$ cat config.mk
export PLATFORM = sky130hd
export DESIGN_NAME = qrvf_core
export DESIGN_NICKNAME = d
export VERILOG_FILES = /design/src/shared/qrvf_pkg.sv /design/src/logic/qrvf_core.sv
export SDC_FILE = /design/constraint.sdc
export NUM_CORES = 1
export LEC_CHECK = 0
export BUFFER_PORTS_ARGS = -buffer_cell sky130_fd_sc_hd__buf_2
export CAP_MARGIN = 20
export CORE_MARGIN = 1.5
export CORE_UTILIZATION = 45
export CTS_CLUSTER_DIAMETER = 30
export DETAILED_ROUTE_END_ITERATION = 12
export PLACE_DENSITY = 0.71
export REMOVE_ABC_BUFFERS = 1
export SLEW_MARGIN = 15
export SYNTH_ARGS = -nofsm -noshare
export SYNTH_HDL_FRONTEND = slang
export SYNTH_SLANG_ARGS = --single-unit
$ cat constraint.sdc
create_clock -name clk_i -period 4.64 [get_ports clk_i]
set_input_delay 0.232 -clock clk_i [delete_from_list [all_inputs] [get_ports clk_i]]
set_output_delay 0.232 -clock clk_i [all_outputs]
set_load 0.01 [all_outputs]
$ cat src/shared/qrvf_pkg.sv
package qrvf_pkg;

   localparam int CLK_MHZ = 40;
   localparam int CLK_HZ = 40_000_000;

   // Valley time-out, stands in for a missing valley
   localparam int TMO_NS = 6500;
   localparam int TMO_CYC = TMO_NS * CLK_MHZ / 1000;
   // Auxiliary-short timer
   localparam int AUX_MS = 90;
   localparam int AUX_CYC = AUX_MS * (CLK_HZ / 1000);
   // Auto-recovery interval
   localparam int RECOV_S = 4;
   localparam int RECOV_CYC = RECOV_S * CLK_HZ;
   // Low-line blanking
   localparam int LL_MS = 25;
   localparam int LL_CYC = LL_MS * (CLK_HZ / 1000);
   // Leading-edge blanking, short comparator much faster than limit comparator
   localparam int LIMIT_BLANK_NS = 350;
   localparam int LIMIT_BLANK_CYC = (LIMIT_BLANK_NS * CLK_MHZ + 999) / 1000;
   localparam int SHORT_BLANK_NS = 100;
   localparam int SHORT_BLANK_CYC = (SHORT_BLANK_NS * CLK_MHZ + 999) / 1000;
   // Longest on-time
   localparam int MAX_ON_NS = 36000;
   localparam int MAX_ON_CYC = MAX_ON_NS * CLK_MHZ / 1000;
   localparam int WOD_PERIODS = 4;
   localparam int LOW_LINE_VALLEY = 1;
   localparam int HIGH_LINE_VALLEY = 2;

   // Dimming input digitised by a 10-bit converter over 0..2.5 V
   localparam int ADC_FS_MV = 2500;
   localparam int DIM_LOWER_MV = 700;
   localparam int DIM_UPPER_MV = 2450;
   localparam logic [9:0] DIM_LO_CODE = 10'(DIM_LOWER_MV * 1023 / ADC_FS_MV);
   localparam logic [9:0] DIM_HI_CODE = 10'(DIM_UPPER_MV * 1023 / ADC_FS_MV);
   localparam logic [9:0] DIM_SPAN = DIM_HI_CODE - DIM_LO_CODE;
   localparam logic [8:0] REF_FULL = 9'h100;

   localparam logic [3:0] REG_CTRL = 4'h0;
   localparam logic [3:0] REG_STATUS = 4'h4;
   localparam logic [3:0] REG_CREF = 4'h8;
   localparam logic [3:0] REG_VALLEY = 4'hC;

   typedef struct packed {
      logic [3:0] vsel;
      logic [1:0] rsv;
      logic latch_mode;
      logic enable;
   } qrvf_ctrl_t;

   localparam qrvf_ctrl_t CTRL_RST = '{vsel: 4'h3, rsv: 2'h0, latch_mode: 1'b0, enable: 1'b1};

   typedef struct packed {
      logic valley_below;
      logic aux_above;
      logic line_below_ll;
      logic line_above_hl;
      logic cs_above_ref;
      logic cs_above_limit;
      logic cs_above_short;
      logic vcc_ovp;
      logic sd_ovp;
      logic vcc_on;
      logic dim_open;
      logic foldback_active;
   } qrvf_sense_t;

   typedef enum logic [1:0] {
      GS_WAIT = 2'b00,
      GS_ON = 2'b01,
      GS_DEMAG = 2'b10
   } qrvf_gate_state_t;

   typedef enum logic [1:0] {
      FS_RUN = 2'b00,
      FS_RECOVER = 2'b01,
      FS_WAIT_VCC = 2'b10,
      FS_LATCH = 2'b11
   } qrvf_fault_state_t;

   typedef enum logic [2:0] {
      FC_NONE = 3'b000,
      FC_AUX = 3'b001,
      FC_WOD = 3'b010,
      FC_VCC_OVP = 3'b011,
      FC_SD_OVP = 3'b100
   } qrvf_cause_t;

   typedef struct packed {
      qrvf_ctrl_t ctrl;
      logic bus_wait;
      logic [31:0] rdata;
      logic vb_q;
      logic vclk;
      logic tmo_pulse;
      logic [8:0] tmo_cnt;
      logic high_line;
      logic [19:0] ll_cnt;
      logic [21:0] aux_cnt;
      logic aux_fault;
      logic [27:0] rec_cnt;
      qrvf_gate_state_t gstate;
      qrvf_fault_state_t fstate;
      qrvf_cause_t cause;
      logic fault_active;
      logic gate;
      logic [3:0] vcnt;
      logic [10:0] on_cnt;
      logic [3:0] leb_cnt;
      logic [2:0] sleb_cnt;
      logic wod_seen;
      logic [2:0] wod_cnt;
      logic [8:0] cref;
   } qrvf_state_t;

endpackage

$ cat src/logic/qrvf_core.sv
// What this block does
// - A falling crossing of valley sense below its threshold is a valley event.
// - Valley sense held below threshold for 6.5 us produces a time-out pulse.
// - Time-out pulses act as substitute valley clocks for missed valleys.
// - Aux-short timer restarts on rise above 1 V and is held cleared during a fault; 90 ms raises fault.
// - Aux-short fault halts drive for 4 s, or latches off in latching variant.
// - Full load: start on first valley clock at low line, second at high.
// - In thermal foldback wait a selected number of valley clocks per pulse.
// - Low line declared only after line sense stays low for 25 ms.
// - High line declared at once when line sense exceeds its threshold.
// - Reference zero below lower dim level, full above upper, linear between.
// - Gate drive disabled while dimming input sits below lower level.
// - Dimming and foldback reductions multiply into the effective reference.
// - Open dimming input reads as full setpoint.
// - Peak-limit comparator ends the drive pulse at once.
// - Winding-short blanking much shorter than limit blanking.
// - Four consecutive periods above 150 % limit trip recovery or latch.
// - Supply overvoltage stops drive and enters auto-recovery in all variants.
// - Shutdown-sense overvoltage latches or auto-recovers per variant.
// - After a latching fault drive stays off until supply reset.
// - After recovery interval, resume only once supply passed turn-on.
//
// Register access over Avalon-MM and the placing of the registers were chosen for this implementation.
`timescale 1ns/1ps
`default_nettype none
module qrvf_core #(
   parameter int AUX_CYC_P = qrvf_pkg::AUX_CYC,
   parameter int RECOV_CYC_P = qrvf_pkg::RECOV_CYC,
   parameter int LL_CYC_P = qrvf_pkg::LL_CYC
) (
   input wire logic clk_i,
   input wire logic arst_n_i,
   input wire qrvf_pkg::qrvf_sense_t sense_i,
   input wire logic [9:0] dim_code_i,
   input wire logic [8:0] fold_factor_i,
   input wire logic [3:0] avs_address_i,
   input wire logic avs_read_i,
   input wire logic avs_write_i,
   input wire logic [31:0] avs_writedata_i,
   input wire logic [3:0] avs_byteenable_i,
   output logic [31:0] avs_readdata_o,
   output logic avs_waitrequest_o,
   output logic gate_o,
   output logic [8:0] current_reference_o,
   output logic aux_short_fault_o,
   output logic fault_active_o,
   output logic high_line_o
);
   import qrvf_pkg::*;

   qrvf_state_t s;
   qrvf_state_t n;

   function automatic logic [8:0] qrvf_dim_frac(input logic [9:0] code, input logic open_in);
      logic [17:0] num;
      logic [8:0] frac;
      num = {8'h00, code - DIM_LO_CODE} << 8;
      if (open_in || code >= DIM_HI_CODE) begin
         frac = REF_FULL;
      end else if (code <= DIM_LO_CODE) begin
         frac = 9'h000;
      end else begin
         frac = 9'(num / 18'(DIM_SPAN));
      end
      return frac;
   endfunction

   function automatic logic [31:0] qrvf_reg_read(input qrvf_state_t st, input logic [3:0] addr);
      logic [31:0] d;
      d = 32'h0000_0000;
      case (addr)
         REG_CTRL: d = {24'h00_0000, st.ctrl};
         REG_STATUS: d = {20'h0_0000, st.wod_cnt, st.cause, st.fstate, st.aux_fault, st.fault_active,
                          st.high_line, st.gate};
         REG_CREF: d = {23'h00_0000, st.cref};
         REG_VALLEY: d = {26'h000_0000, st.gstate, st.vcnt};
         default: d = 32'h0000_0000;
      endcase
      return d;
   endfunction

   logic valley_evt;
   logic tmo_hit;
   logic aux_trip;
   logic wod_trip;
   logic dim_on;
   logic run_ok;
   logic end_pulse;
   logic short_now;
   logic [3:0] need;
   logic [8:0] dim_frac;
   logic [8:0] fold;
   logic [17:0] prod;
   logic [2:0] wod_next;

   always_comb begin
      n = s;
      valley_evt = 1'b0;
      tmo_hit = 1'b0;
      aux_trip = 1'b0;
      wod_trip = 1'b0;
      end_pulse = 1'b0;
      short_now = 1'b0;
      wod_next = 3'h0;

      // Valley clock: a detected valley or a time-out, registered to one pulse
      n.vb_q = sense_i.valley_below;
      valley_evt = sense_i.valley_below && !s.vb_q;
      if (!sense_i.valley_below) begin
         n.tmo_cnt = 9'h000;
      end else if (s.tmo_cnt == 9'(TMO_CYC - 1)) begin
         n.tmo_cnt = 9'h000;
         tmo_hit = 1'b1;
      end else begin
         n.tmo_cnt = s.tmo_cnt + 9'h001;
      end
      n.tmo_pulse = tmo_hit;
      n.vclk = valley_evt || tmo_hit;

      // Line range
      if (sense_i.line_above_hl) begin
         n.high_line = 1'b1;
         n.ll_cnt = 20'h0_0000;
      end else if (sense_i.line_below_ll) begin
         if (s.ll_cnt == 20'(LL_CYC_P - 1)) begin
            n.high_line = 1'b0;
         end else begin
            n.ll_cnt = s.ll_cnt + 20'h0_0001;
         end
      end else begin
         n.ll_cnt = 20'h0_0000;
      end

      // Current reference
      dim_frac = qrvf_dim_frac(dim_code_i, sense_i.dim_open);
      fold = sense_i.foldback_active ? fold_factor_i : REF_FULL;
      prod = 18'(dim_frac) * 18'(fold);
      n.cref = prod[16:8];
      dim_on = sense_i.dim_open || dim_code_i > DIM_LO_CODE;

      // Aux-short timer, held cleared while the block is already in a fault
      if (sense_i.aux_above || s.fstate != FS_RUN) begin
         n.aux_cnt = 22'h00_0000;
      end else if (s.aux_cnt == 22'(AUX_CYC_P - 1)) begin
         n.aux_cnt = 22'h00_0000;
         aux_trip = 1'b1;
      end else begin
         n.aux_cnt = s.aux_cnt + 22'h00_0001;
      end

      // Gate drive sequencing
      run_ok = s.fstate == FS_RUN && s.ctrl.enable && dim_on;
      if (sense_i.foldback_active) begin
         need = (s.ctrl.vsel == 4'h0) ? 4'h1 : s.ctrl.vsel;
      end else begin
         need = s.high_line ? 4'(HIGH_LINE_VALLEY) : 4'(LOW_LINE_VALLEY);
      end
      case (s.gstate)
         GS_WAIT: begin
            if (!run_ok) begin
               n.vcnt = 4'h0;
            end else if (s.vclk) begin
               if (s.vcnt + 4'h1 >= need) begin
                  n.vcnt = 4'h0;
                  n.gate = 1'b1;
                  n.gstate = GS_ON;
                  n.on_cnt = 11'h000;
                  n.leb_cnt = 4'(LIMIT_BLANK_CYC);
                  n.sleb_cnt = 3'(SHORT_BLANK_CYC);
                  n.wod_seen = 1'b0;
               end else begin
                  n.vcnt = s.vcnt + 4'h1;
               end
            end
         end
         GS_ON: begin
            n.on_cnt = s.on_cnt + 11'h001;
            if (s.leb_cnt != 4'h0) begin
               n.leb_cnt = s.leb_cnt - 4'h1;
            end
            if (s.sleb_cnt != 3'h0) begin
               n.sleb_cnt = s.sleb_cnt - 3'h1;
            end
            short_now = s.sleb_cnt == 3'h0 && sense_i.cs_above_short;
            n.wod_seen = s.wod_seen || short_now;
            end_pulse = !run_ok || s.on_cnt == 11'(MAX_ON_CYC - 1) ||
                        (s.leb_cnt == 4'h0 && (sense_i.cs_above_limit || sense_i.cs_above_ref));
            if (end_pulse) begin
               n.gate = 1'b0;
               n.gstate = GS_DEMAG;
               wod_next = (s.wod_seen || short_now) ? s.wod_cnt + 3'h1 : 3'h0;
               n.wod_cnt = wod_next;
               wod_trip = wod_next == 3'(WOD_PERIODS);
            end
         end
         GS_DEMAG: begin
            // A shorted aux winding never lifts valley sense; time-out still moves on
            if (!sense_i.valley_below || s.tmo_pulse) begin
               n.gstate = GS_WAIT;
               n.vcnt = 4'h0;
            end
         end
         default: begin
            n.gstate = GS_WAIT;
            n.gate = 1'b0;
         end
      endcase

      // Fault handling
      case (s.fstate)
         FS_RUN: begin
            if (s.ctrl.latch_mode && (aux_trip || wod_trip || sense_i.sd_ovp)) begin
               n.fstate = FS_LATCH;
            end else if (aux_trip || wod_trip || sense_i.sd_ovp || sense_i.vcc_ovp) begin
               n.fstate = FS_RECOVER;
               n.rec_cnt = 28'h000_0000;
            end
            if (sense_i.vcc_ovp) begin
               n.cause = FC_VCC_OVP;
            end else if (sense_i.sd_ovp) begin
               n.cause = FC_SD_OVP;
            end else if (wod_trip) begin
               n.cause = FC_WOD;
            end else if (aux_trip) begin
               n.cause = FC_AUX;
            end
            if (aux_trip) begin
               n.aux_fault = 1'b1;
            end
         end
         FS_RECOVER: begin
            if (s.rec_cnt == 28'(RECOV_CYC_P - 1)) begin
               n.fstate = FS_WAIT_VCC;
            end else begin
               n.rec_cnt = s.rec_cnt + 28'h000_0001;
            end
         end
         FS_WAIT_VCC: begin
            if (sense_i.vcc_on) begin
               n.fstate = FS_RUN;
               n.aux_fault = 1'b0;
               n.cause = FC_NONE;
            end
         end
         FS_LATCH: n.fstate = FS_LATCH;
         default: n.fstate = FS_RUN;
      endcase
      if (n.fstate != FS_RUN) begin
         n.wod_cnt = 3'h0;
      end
      n.fault_active = n.fstate != FS_RUN;

      // Avalon slave: one wait state, then the access completes
      if (s.bus_wait) begin
         if (avs_read_i || avs_write_i) begin
            n.bus_wait = 1'b0;
            n.rdata = avs_read_i ? qrvf_reg_read(s, avs_address_i) : 32'h0000_0000;
         end
      end else begin
         n.bus_wait = 1'b1;
         if (avs_write_i && avs_address_i == REG_CTRL && avs_byteenable_i[0]) begin
            n.ctrl = avs_writedata_i[7:0];
            n.ctrl.rsv = 2'h0;
         end
      end
   end

   always_ff @(posedge clk_i or negedge arst_n_i) begin
      if (!arst_n_i) begin
         s <= '0;
         s.bus_wait <= 1'b1;
         s.ctrl <= CTRL_RST;
      end else begin
         s <= n;
      end
   end

   assign avs_readdata_o = s.rdata;
   assign avs_waitrequest_o = s.bus_wait;
   assign gate_o = s.gate;
   assign current_reference_o = s.cref;
   assign aux_short_fault_o = s.aux_fault;
   assign fault_active_o = s.fault_active;
   assign high_line_o = s.high_line;
endmodule
`default_nettype wire

* Word level (Yosys, flattened, before mapping)
Index checks and enable logic that the tools add are counted.
** Cells by class
- Shift operators :: 0
- $add $sub $neg :: 10
- Reduce and logical (&&, ||, !) cells :: 55
- Bitwise operators :: 2
- Muxes and demuxes :: 66
- Equality and inequality tests :: 29
- Multiply operators :: 1
- Divide/modulo/power cells :: 1
- Order comparisons :: 4
** Operators with widths (count)
- $mux W28 :: 3
- $pmux W28 S2 :: 1
- $pmux W12 S4 :: 1
- $mux W9 :: 5
- $mux W22 :: 2
- $mux W20 :: 2
- $mux W19 :: 2
- $pmux W19 S2 :: 1
- $mux W33 :: 1
- $mux W32 :: 1
- $add A28 B1 Y28 const B :: 1
- $eq A28 B28 Y1 const B :: 1
- $mux W3 :: 9
- $mux W24 :: 1
- $mux W4 :: 6
- $add A22 B1 Y22 const B :: 1
- $eq A22 B22 Y1 const B :: 1
- $ne A2 B2 Y1 const B :: 11
- $mux W21 :: 1
- $add A20 B1 Y20 const B :: 1
- $eq A20 B20 Y1 const B :: 1
- $reduce_and A5 Y1 :: 4
- $reduce_bool A2 Y1 :: 10
- $div A18 B10 Y18 const B :: 1
- other kinds (43) :: 100
** Storage, ports and cells
- Memory bits (writable) :: 0
- Logic and storage cells :: 194
- Memories kept :: 0
- Register bits :: 167
- Input port bits :: 75
- ROM bits :: 0
- Latch bits :: 0

* Longest topological paths before layout
Gate-level depths: netlist of run 1.
- Depth after elaboration :: 17
- Depth in mapped cells :: 65
- Depth with buffers taken out :: 60

* Worst setup path before layout of run 1
No wires, ideal clock.
- Kind :: in2reg
- Start point :: input dim_code_i[1]
- End point :: register s, in the netlist current_reference_o[8]
- Data arrival time :: 13.014 ns
- Data required time :: 4.571 ns
- Slack :: -8.444 ns
- Cell stages on the path :: 60
- Buffers on the path :: 4
- Cell sequence :: buf_2 -> inv_1 -> ha_1 -> clkbuf_1 -> o2bb2ai_1 -> a2bb2oi_1 -> a311oi_2 -> mux2i_1 -> or2_1 -> buf_6 -> o311ai_4 -> a21oi_1 -> nor2_1 -> inv_1 -> ha_1 -> nor3_1 -> and3_1 -> nor4_4 -> [... 24 more ...] -> a21oi_1 -> nand4_1 -> nor2_1 -> or2_2 -> clkbuf_1 -> nand2b_1 -> fa_1 -> fa_1 -> fa_1 -> fa_1 -> inv_1 -> ha_1 -> nor2b_1 -> o221ai_2 -> o211ai_2 -> a31oi_1 -> or4_1 -> nand3_1
** RTL lines
- from (decl) :: line qrvf_core.sv:34 : input wire logic [9:0] dim_code_i,
- to (signal assigned) :: line qrvf_core.sv:274 : s <= n;
- to (decl) :: line qrvf_core.sv:51 : qrvf_state_t s;

==> flow_metrics.tcl, run 1 <==
set metrics [dict create \
    gr-usage-met2_pct 44.8 \
    hold_path.class "input port to register" \
    r2r-end "s[64]" \
    yosys.area.top_type "dfrtp_1" \
    layout.nets 2151 \
    antenna_found_initial 0 \
    fin_skew_ns 0.00893 \
    synthCells 1581 \
    finalSetupViolations 9 \
    crit_buf_inv 20 \
    fmax_mhz 88.5 \
    layout_setup_ws_ns -6.65 \
    yosysTopAreaCellShare_pct 26.8 \
    first_global_vias 13400 \
    num_rows 62 \
    path_clk_slew_ns 0.07 \
    clock_sinks 147 \
    dieArea_sq_um 30700 \
    grt_pass1_wl_microns 63200 \
    start_util_pct 46.2 \
    use_met3_pct 3.20 \
    syn_to_final_growth_pct 32.8 \
    synth.distinct_cells 117 \
    cts_buffers 17 \
    synth_ff_type "dfrtp_1" \
    syn_avg_cell_area_sq_um 8.45 \
    rsz0062_at_grt "yes" \
    cap_viol_max_count 0 \
    gr-usage-met1_pct 30.6 \
    cts_max_path_buffers 2 \
    grt-busiest-layer "met2" \
    cts_root_buf "clkbuf_16" \
    overflow 0 \
    seq_area_frac_synth_pct 27.6 \
    pre_cts_ws_ns -7.92 \
    ys_seq_elements 147 \
    crit_required_ns 5.00 \
    drtIter0Drc 878 \
    synthArstFlopShare_pct 100 \
    violations "setup timing" \
    routed_via_density 5.60 \
    syn_area_sq_um 13400 \
    drt-wirelength-per-cell_microns 16.0 \
    path_class "input port to register" \
    antenna_cells 0 \
    dr.pass1.iters 5 \
    synth-edff-count 0 \
    slowest_delay_ns 0.49 \
    io_buffer_count 71 \
    num_vias 13300 \
    min_to "s[162]" \
    worst-r2r-setup-slack_ns 0.36 \
    layout_common_cells "buf_4 (371), nand2_1 (169), nor2_1 (145)" \
    layout-drive-gt1-share_pct 32.4 \
    end_kind "register" \
    track_usage_pct 25.0 \
    worstRegToRegCells 21 \
    period_share_pct 243 \
    cp.arrival_ns 11.66 \
    final_common_cell "buf_4" \
    hpwlAfterDp_microns 29100 \
    fp.dieW_microns 175 \
    cts_tree "done" \
    tightest_slew_ns 0.848 \
    synth_warnings 0 \
    clk_latency_ns 0.43 \
    place_congestion 0.947 \
    fillers 2392 \
    status "complete, but fails checks" \
    whs_path_depth 2 \
    antenna_left 0 \
    critical-path-top-delay-family "compound AO/OA/AOI/OAI gates" \
    cp.depth 66 \
    grt_max_degree 96 \
    period_needed_ns 11.29 \
    min-delay-start "avs_writedata_i[1]" \
    core-area_sq_um 28900 \
    cp-start-kind "input port" \
    crit_path_top_delay_cell "fa_1" \
    r2r_start "s[16]" \
    drv_slew 0 \
    die_y_microns 175 \
    ys_top_cells_by_area "dfrtp_1 (27%), fa_1 (7.2%), ha_1 (5.0%)" \
    max_slew_margin_pct 43.5 \
    totalWireLength_microns 38000 \
    htreeDepth 4 \
    drc 0 \
    pin_count 121 \
    path_common_cell "buf_4" \
    hold_viol 0 \
    path_max_fanout 5 \
]
-- per-stage QoR --
stage,hold slack (ns),cell area [sq um],setup TNS [ns],cells,utilization [%]
6_report,0.0347,17800,-58.24,2372,61.4
3_3_place_gp,0.374,16300,-64.27,2296,56.2
4_1_cts,0.0238,17500,-56.99,2364,60.5
5_1_grt,0.0182,17800,-62.38,2372,61.4
2_1_floorplan,-0.0636,12900,-70.42,1504,-
3_5_place_dp,0.370,16300,-68.84,2296,56.2
-- logic make-up after synthesis --
kind of cell,count (synthesis),share of synthesized area [%]
AO/OA/AOI/OAI,361,19.7
XOR/XNOR,100,6.72
adder cells (fa/ha/maj),101,12.2
buffers and inverters,195,6.98
flip-flops,147,27.6
multiplexers,25,2.52
other,1,0.0281
AND/OR/NAND/NOR,651,24.3
-- how the worst max path moves through the flow --
stage | startpoint | endpoint | slack (ns)
CTS | dim_code_i[1] | current_reference_o[8] | -6.48
global route | dim_code_i[1] | current_reference_o[8] | -7.09
global placement | dim_code_i[1] | current_reference_o[8] | -7.40
detailed placement | dim_code_i[1] | current_reference_o[8] | -7.92
finish | dim_code_i[1] | current_reference_o[8] | -6.65
floorplan | dim_code_i[1] | current_reference_o[8] | -8.17
-- synthesized netlist by cell type, drive strengths merged (5+ instances only) --
master  count
a211o      11
a211oi     17
a21o       13
a21oi      78
a22o       10
a22oi       6
a311oi      9
a31oi      14
and2       19
and3       35
and4        5
buf        61
clkbuf     35
dfrtp     143
fa         48
ha         53
inv        97
mux2       13
mux2i       8
nand2     171
nand2b     22
nand3      77
nand3b      5
nand4      26
nor2      156
nor2b      18
nor3       49
nor4       10
nor4b       7
o211ai     13
o21a        8
o21ai      93
o221ai      6
o22ai      12
o311ai      6
o31ai      10
or2        18
or3        21
xnor2      42
xor2       58
-- cell type report --
cell class	count	area (sq um)	area share [%]
Clock buffer	19	453	2.55
Clock inverter	13	123	0.691
Inverter	99	378	2.13
Multi-Input combinational cell	1258	9350	52.7
Sequential cell	147	3680	20.7
Tap cell	384	480	2.71
Timing Repair Buffer	452	3290	18.5
-- flip-flops by register name, indices dropped and copies added, names as in the netlist --
register and flops:
high_line_o 1, avs_waitrequest_o 1, aux_short_fault_o 1, fault_active_o 1, avs_readdata_o 12, s 121
current_reference_o 9, gate_o 1
-- layer usage --
layer  up-vias  routed length, microns
met4         0                    1210
li1       6355                       -
met5         -                       0
met2       398                   19000
met1      6438                   16100
met3        93                    1640
-- repair_timing --
item | 4_1_cts | 5_1_grt
endpoints found under the hold margin | 95 | 0
setup buffers | 34 | 8
pin swaps | 70 | 41
hold buffers | 2 | 0
setup endpoints to repair | 9 | 10
resized for setup | 81 | 32
-- worst register-to-register path, stage by stage, from the launching register on --
cell	delay [ns]
dfrtp_1	0.41
inv_1	0.09
ha_1	0.17
nor3b_1	0.23
o21ai_0	0.15
o311a_1	0.19
or3_1	0.34
or2_2	0.32
nor4b_2	0.28
buf_4	0.15
nor2_1	0.04
nand2_1	0.09
nor2_1	0.06
a211oi_1	0.21
a21oi_1	0.08
nor2_1	0.10
buf_4	0.14
and3_1	0.21
nor2b_1	0.19
nand2b_1	0.20
or3_1	0.35
a21oi_1	0.18
Power of run 1 is not shown: default switching activity piles up to over one toggle a cycle in this logic, so the estimate is an artifact.
==> run 2: changes to the inputs <==
--- a/config.mk
+++ b/config.mk
@@ -11,7 +11,7 @@
 export CORE_UTILIZATION = 45
 export CTS_CLUSTER_DIAMETER = 30
 export DETAILED_ROUTE_END_ITERATION = 12
-export PLACE_DENSITY = 0.71
+export PLACE_DENSITY = 0.66
 export REMOVE_ABC_BUFFERS = 1
 export SLEW_MARGIN = 15
 export SYNTH_ARGS = -nofsm -noshare
==> run 2 against run 1 <==
The run still ends with setup timing left; sequential cell count unchanged; global-route usage down 0.51 points; non-clock buffer count down 27; core utilization down 0.57 points; critical path depth down 5; first-iteration DRC count down 0.80%; sequential share of layout area up 0.19 points; cell area down 0.92%; register-to-register slack worse by 0.11 ns; clock skew up 0.0031 ns; clock-buffer cell count down 2; critical path type unchanged; highest routed layer unchanged.
==> flow_metrics.tcl, run 2 (same netlist as run 1, synthesis figures left out) <==
set metrics [dict create \
    syn_to_final_growth_pct 31.6 \
    layout-drive-gt1-share_pct 31.6 \
    drtIter0Drc 871 \
    overflow 0 \
    fin_hold_ws_ns 0.0442 \
    min-delay-start "sense_i[8]" \
    drc 0 \
    num_vias 13200 \
    pre_cts_ws_ns -7.80 \
    dieArea_sq_um 30700 \
    critical-path-top-delay-family "compound AO/OA/AOI/OAI gates" \
    io_buffer_count 71 \
    cp-start-kind "input port" \
    antenna_left 0 \
    track_usage_pct 24.5 \
    totalWireLength_microns 37900 \
    num_rows 62 \
    hold_viol 0 \
    crit_path_top_delay_cell "fa_1" \
    worstRegToRegCells 21 \
    largest_register_ffs 121 \
    fmax_mhz 88.2 \
    place_congestion 0.922 \
    hold_path.class "input port to register" \
    crit_buf_inv 10 \
    pin_count 121 \
    r2r-end "s[61]" \
    fin_skew_ns 0.0120 \
    placed_cells 2280 \
    path_class "input port to register" \
    max_slew_margin_pct 35.3 \
    grt_max_degree 109 \
    violations "setup timing" \
    end_kind "register" \
    start_util_pct 46.2 \
    final_common_cell "buf_4" \
    routed_via_density 5.61 \
    rsz0062_at_grt "yes" \
    core-area_sq_um 28900 \
    final_cell_count_no_fill 2345 \
    period_needed_ns 11.33 \
    layout_setup_ws_ns -6.69 \
    dr.pass1.iters 5 \
    grt_pass1_wl_microns 62100 \
    drt-wirelength-per-cell_microns 16.1 \
    crit_required_ns 5.00 \
    whs_path_depth 2 \
    antenna_found_initial 0 \
    tightest_slew_ns 0.970 \
    layout_common_cells "buf_4 (346), nand2_1 (169), nor2_1 (146)" \
    top_register "s" \
    cts_buffers 17 \
    cp.depth 61 \
    drv_slew 0 \
    status "complete, but fails checks" \
    htreeDepth 4 \
    hpwlAfterDp_microns 28500 \
    r2r_start "s[16]" \
    cts_root_buf "clkbuf_16" \
    cts_max_path_buffers 2 \
    final_util_pct 60.8 \
    period_share_pct 244 \
    fp.dieW_microns 175 \
    fillers 2492 \
    path_clk_slew_ns 0.06 \
    die_y_microns 175 \
    cap_viol_max_count 0 \
    cts_tree "done" \
    path_common_cell "inv_2" \
    worst-r2r-setup-slack_ns 0.25 \
    path_max_fanout 9 \
    antenna_cells 0 \
    clock_sinks 147 \
    layout.nets 2124 \
    clk_latency_ns 0.43 \
    cp.arrival_ns 11.70 \
    first_global_vias 13000 \
    slowest_delay_ns 0.52 \
    min_to "high_line_o" \
    finalSetupViolations 9 \
]
==> run 2: cell count changes in the layout (fill, tap and decap cells not counted), moves of 3 or more <==
cell      before  now
a211oi_2       3    6
o21ai_1        9   12
ha_1          40   43
buf_6          9    5
buf_4        371  346
==> run 2: per-stage QoR <==
step,TNS [ns],area [sq um]
floorplan,-70.42,12900
global placement,-64.52,16200
detailed placement,-68.01,16200
CTS,-57.52,17300
global route,-63.55,17600
finish,-58.32,17600
==> run 2: routing by layer <==
| layer | routed length, microns | vias to the layer above | GRT usage, % |
|---|---|---|---|
| met5 | 0 | - | 0 |
| li1 | - | 6318 | - |
| met4 | 767 | 0 | 7.02 |
| met2 | 19100 | 308 | 43.3 |
| met1 | 16700 | 6484 | 31.7 |
| met3 | 1310 | 55 | 2.66 |
==> run 2: how the worst max path moves through the flow <==
stage                        from                endpoint  slack (ns)
finish              dim_code_i[5]  current_reference_o[8]       -6.69
global route        dim_code_i[2]  current_reference_o[8]       -7.20
CTS                 dim_code_i[2]  current_reference_o[8]       -6.63
detailed placement  dim_code_i[1]  current_reference_o[8]       -7.80
global placement    dim_code_i[1]  current_reference_o[8]       -7.40
floorplan           dim_code_i[1]  current_reference_o[8]       -8.17
==> run 2: worst register-to-register path: cells and delay by family (launching register included) <==
kind | cells | cell delay (ns)
AOI/OAI and AO/OA | 5 | 0.80
adders and majority gates | 1 | 0.18
buffers and inverters | 4 | 0.58
DFF | 1 | 0.41
and+or+nand+nor | 11 | 2.35
==> run 2: layout make-up <==
class	instances	area, sq um	share of cell area (%)
inverter	99	375	2.13
clock inverter	15	161	0.918
clock buffer	17	425	2.42
tap	384	480	2.73
timing repair buffer	425	3080	17.5
multi-input combinational	1258	9380	53.3
sequential	147	3680	20.9
==> run 2: repair_timing <==
item,in CTS,in global routing
pin swaps,69,39
hold buffers,2,0
gates resized for setup,66,44
hold endpoints to repair,96,0
setup buffers,23,8
setup endpoints to repair,9,21
Power of run 2 is left out for the same reason.
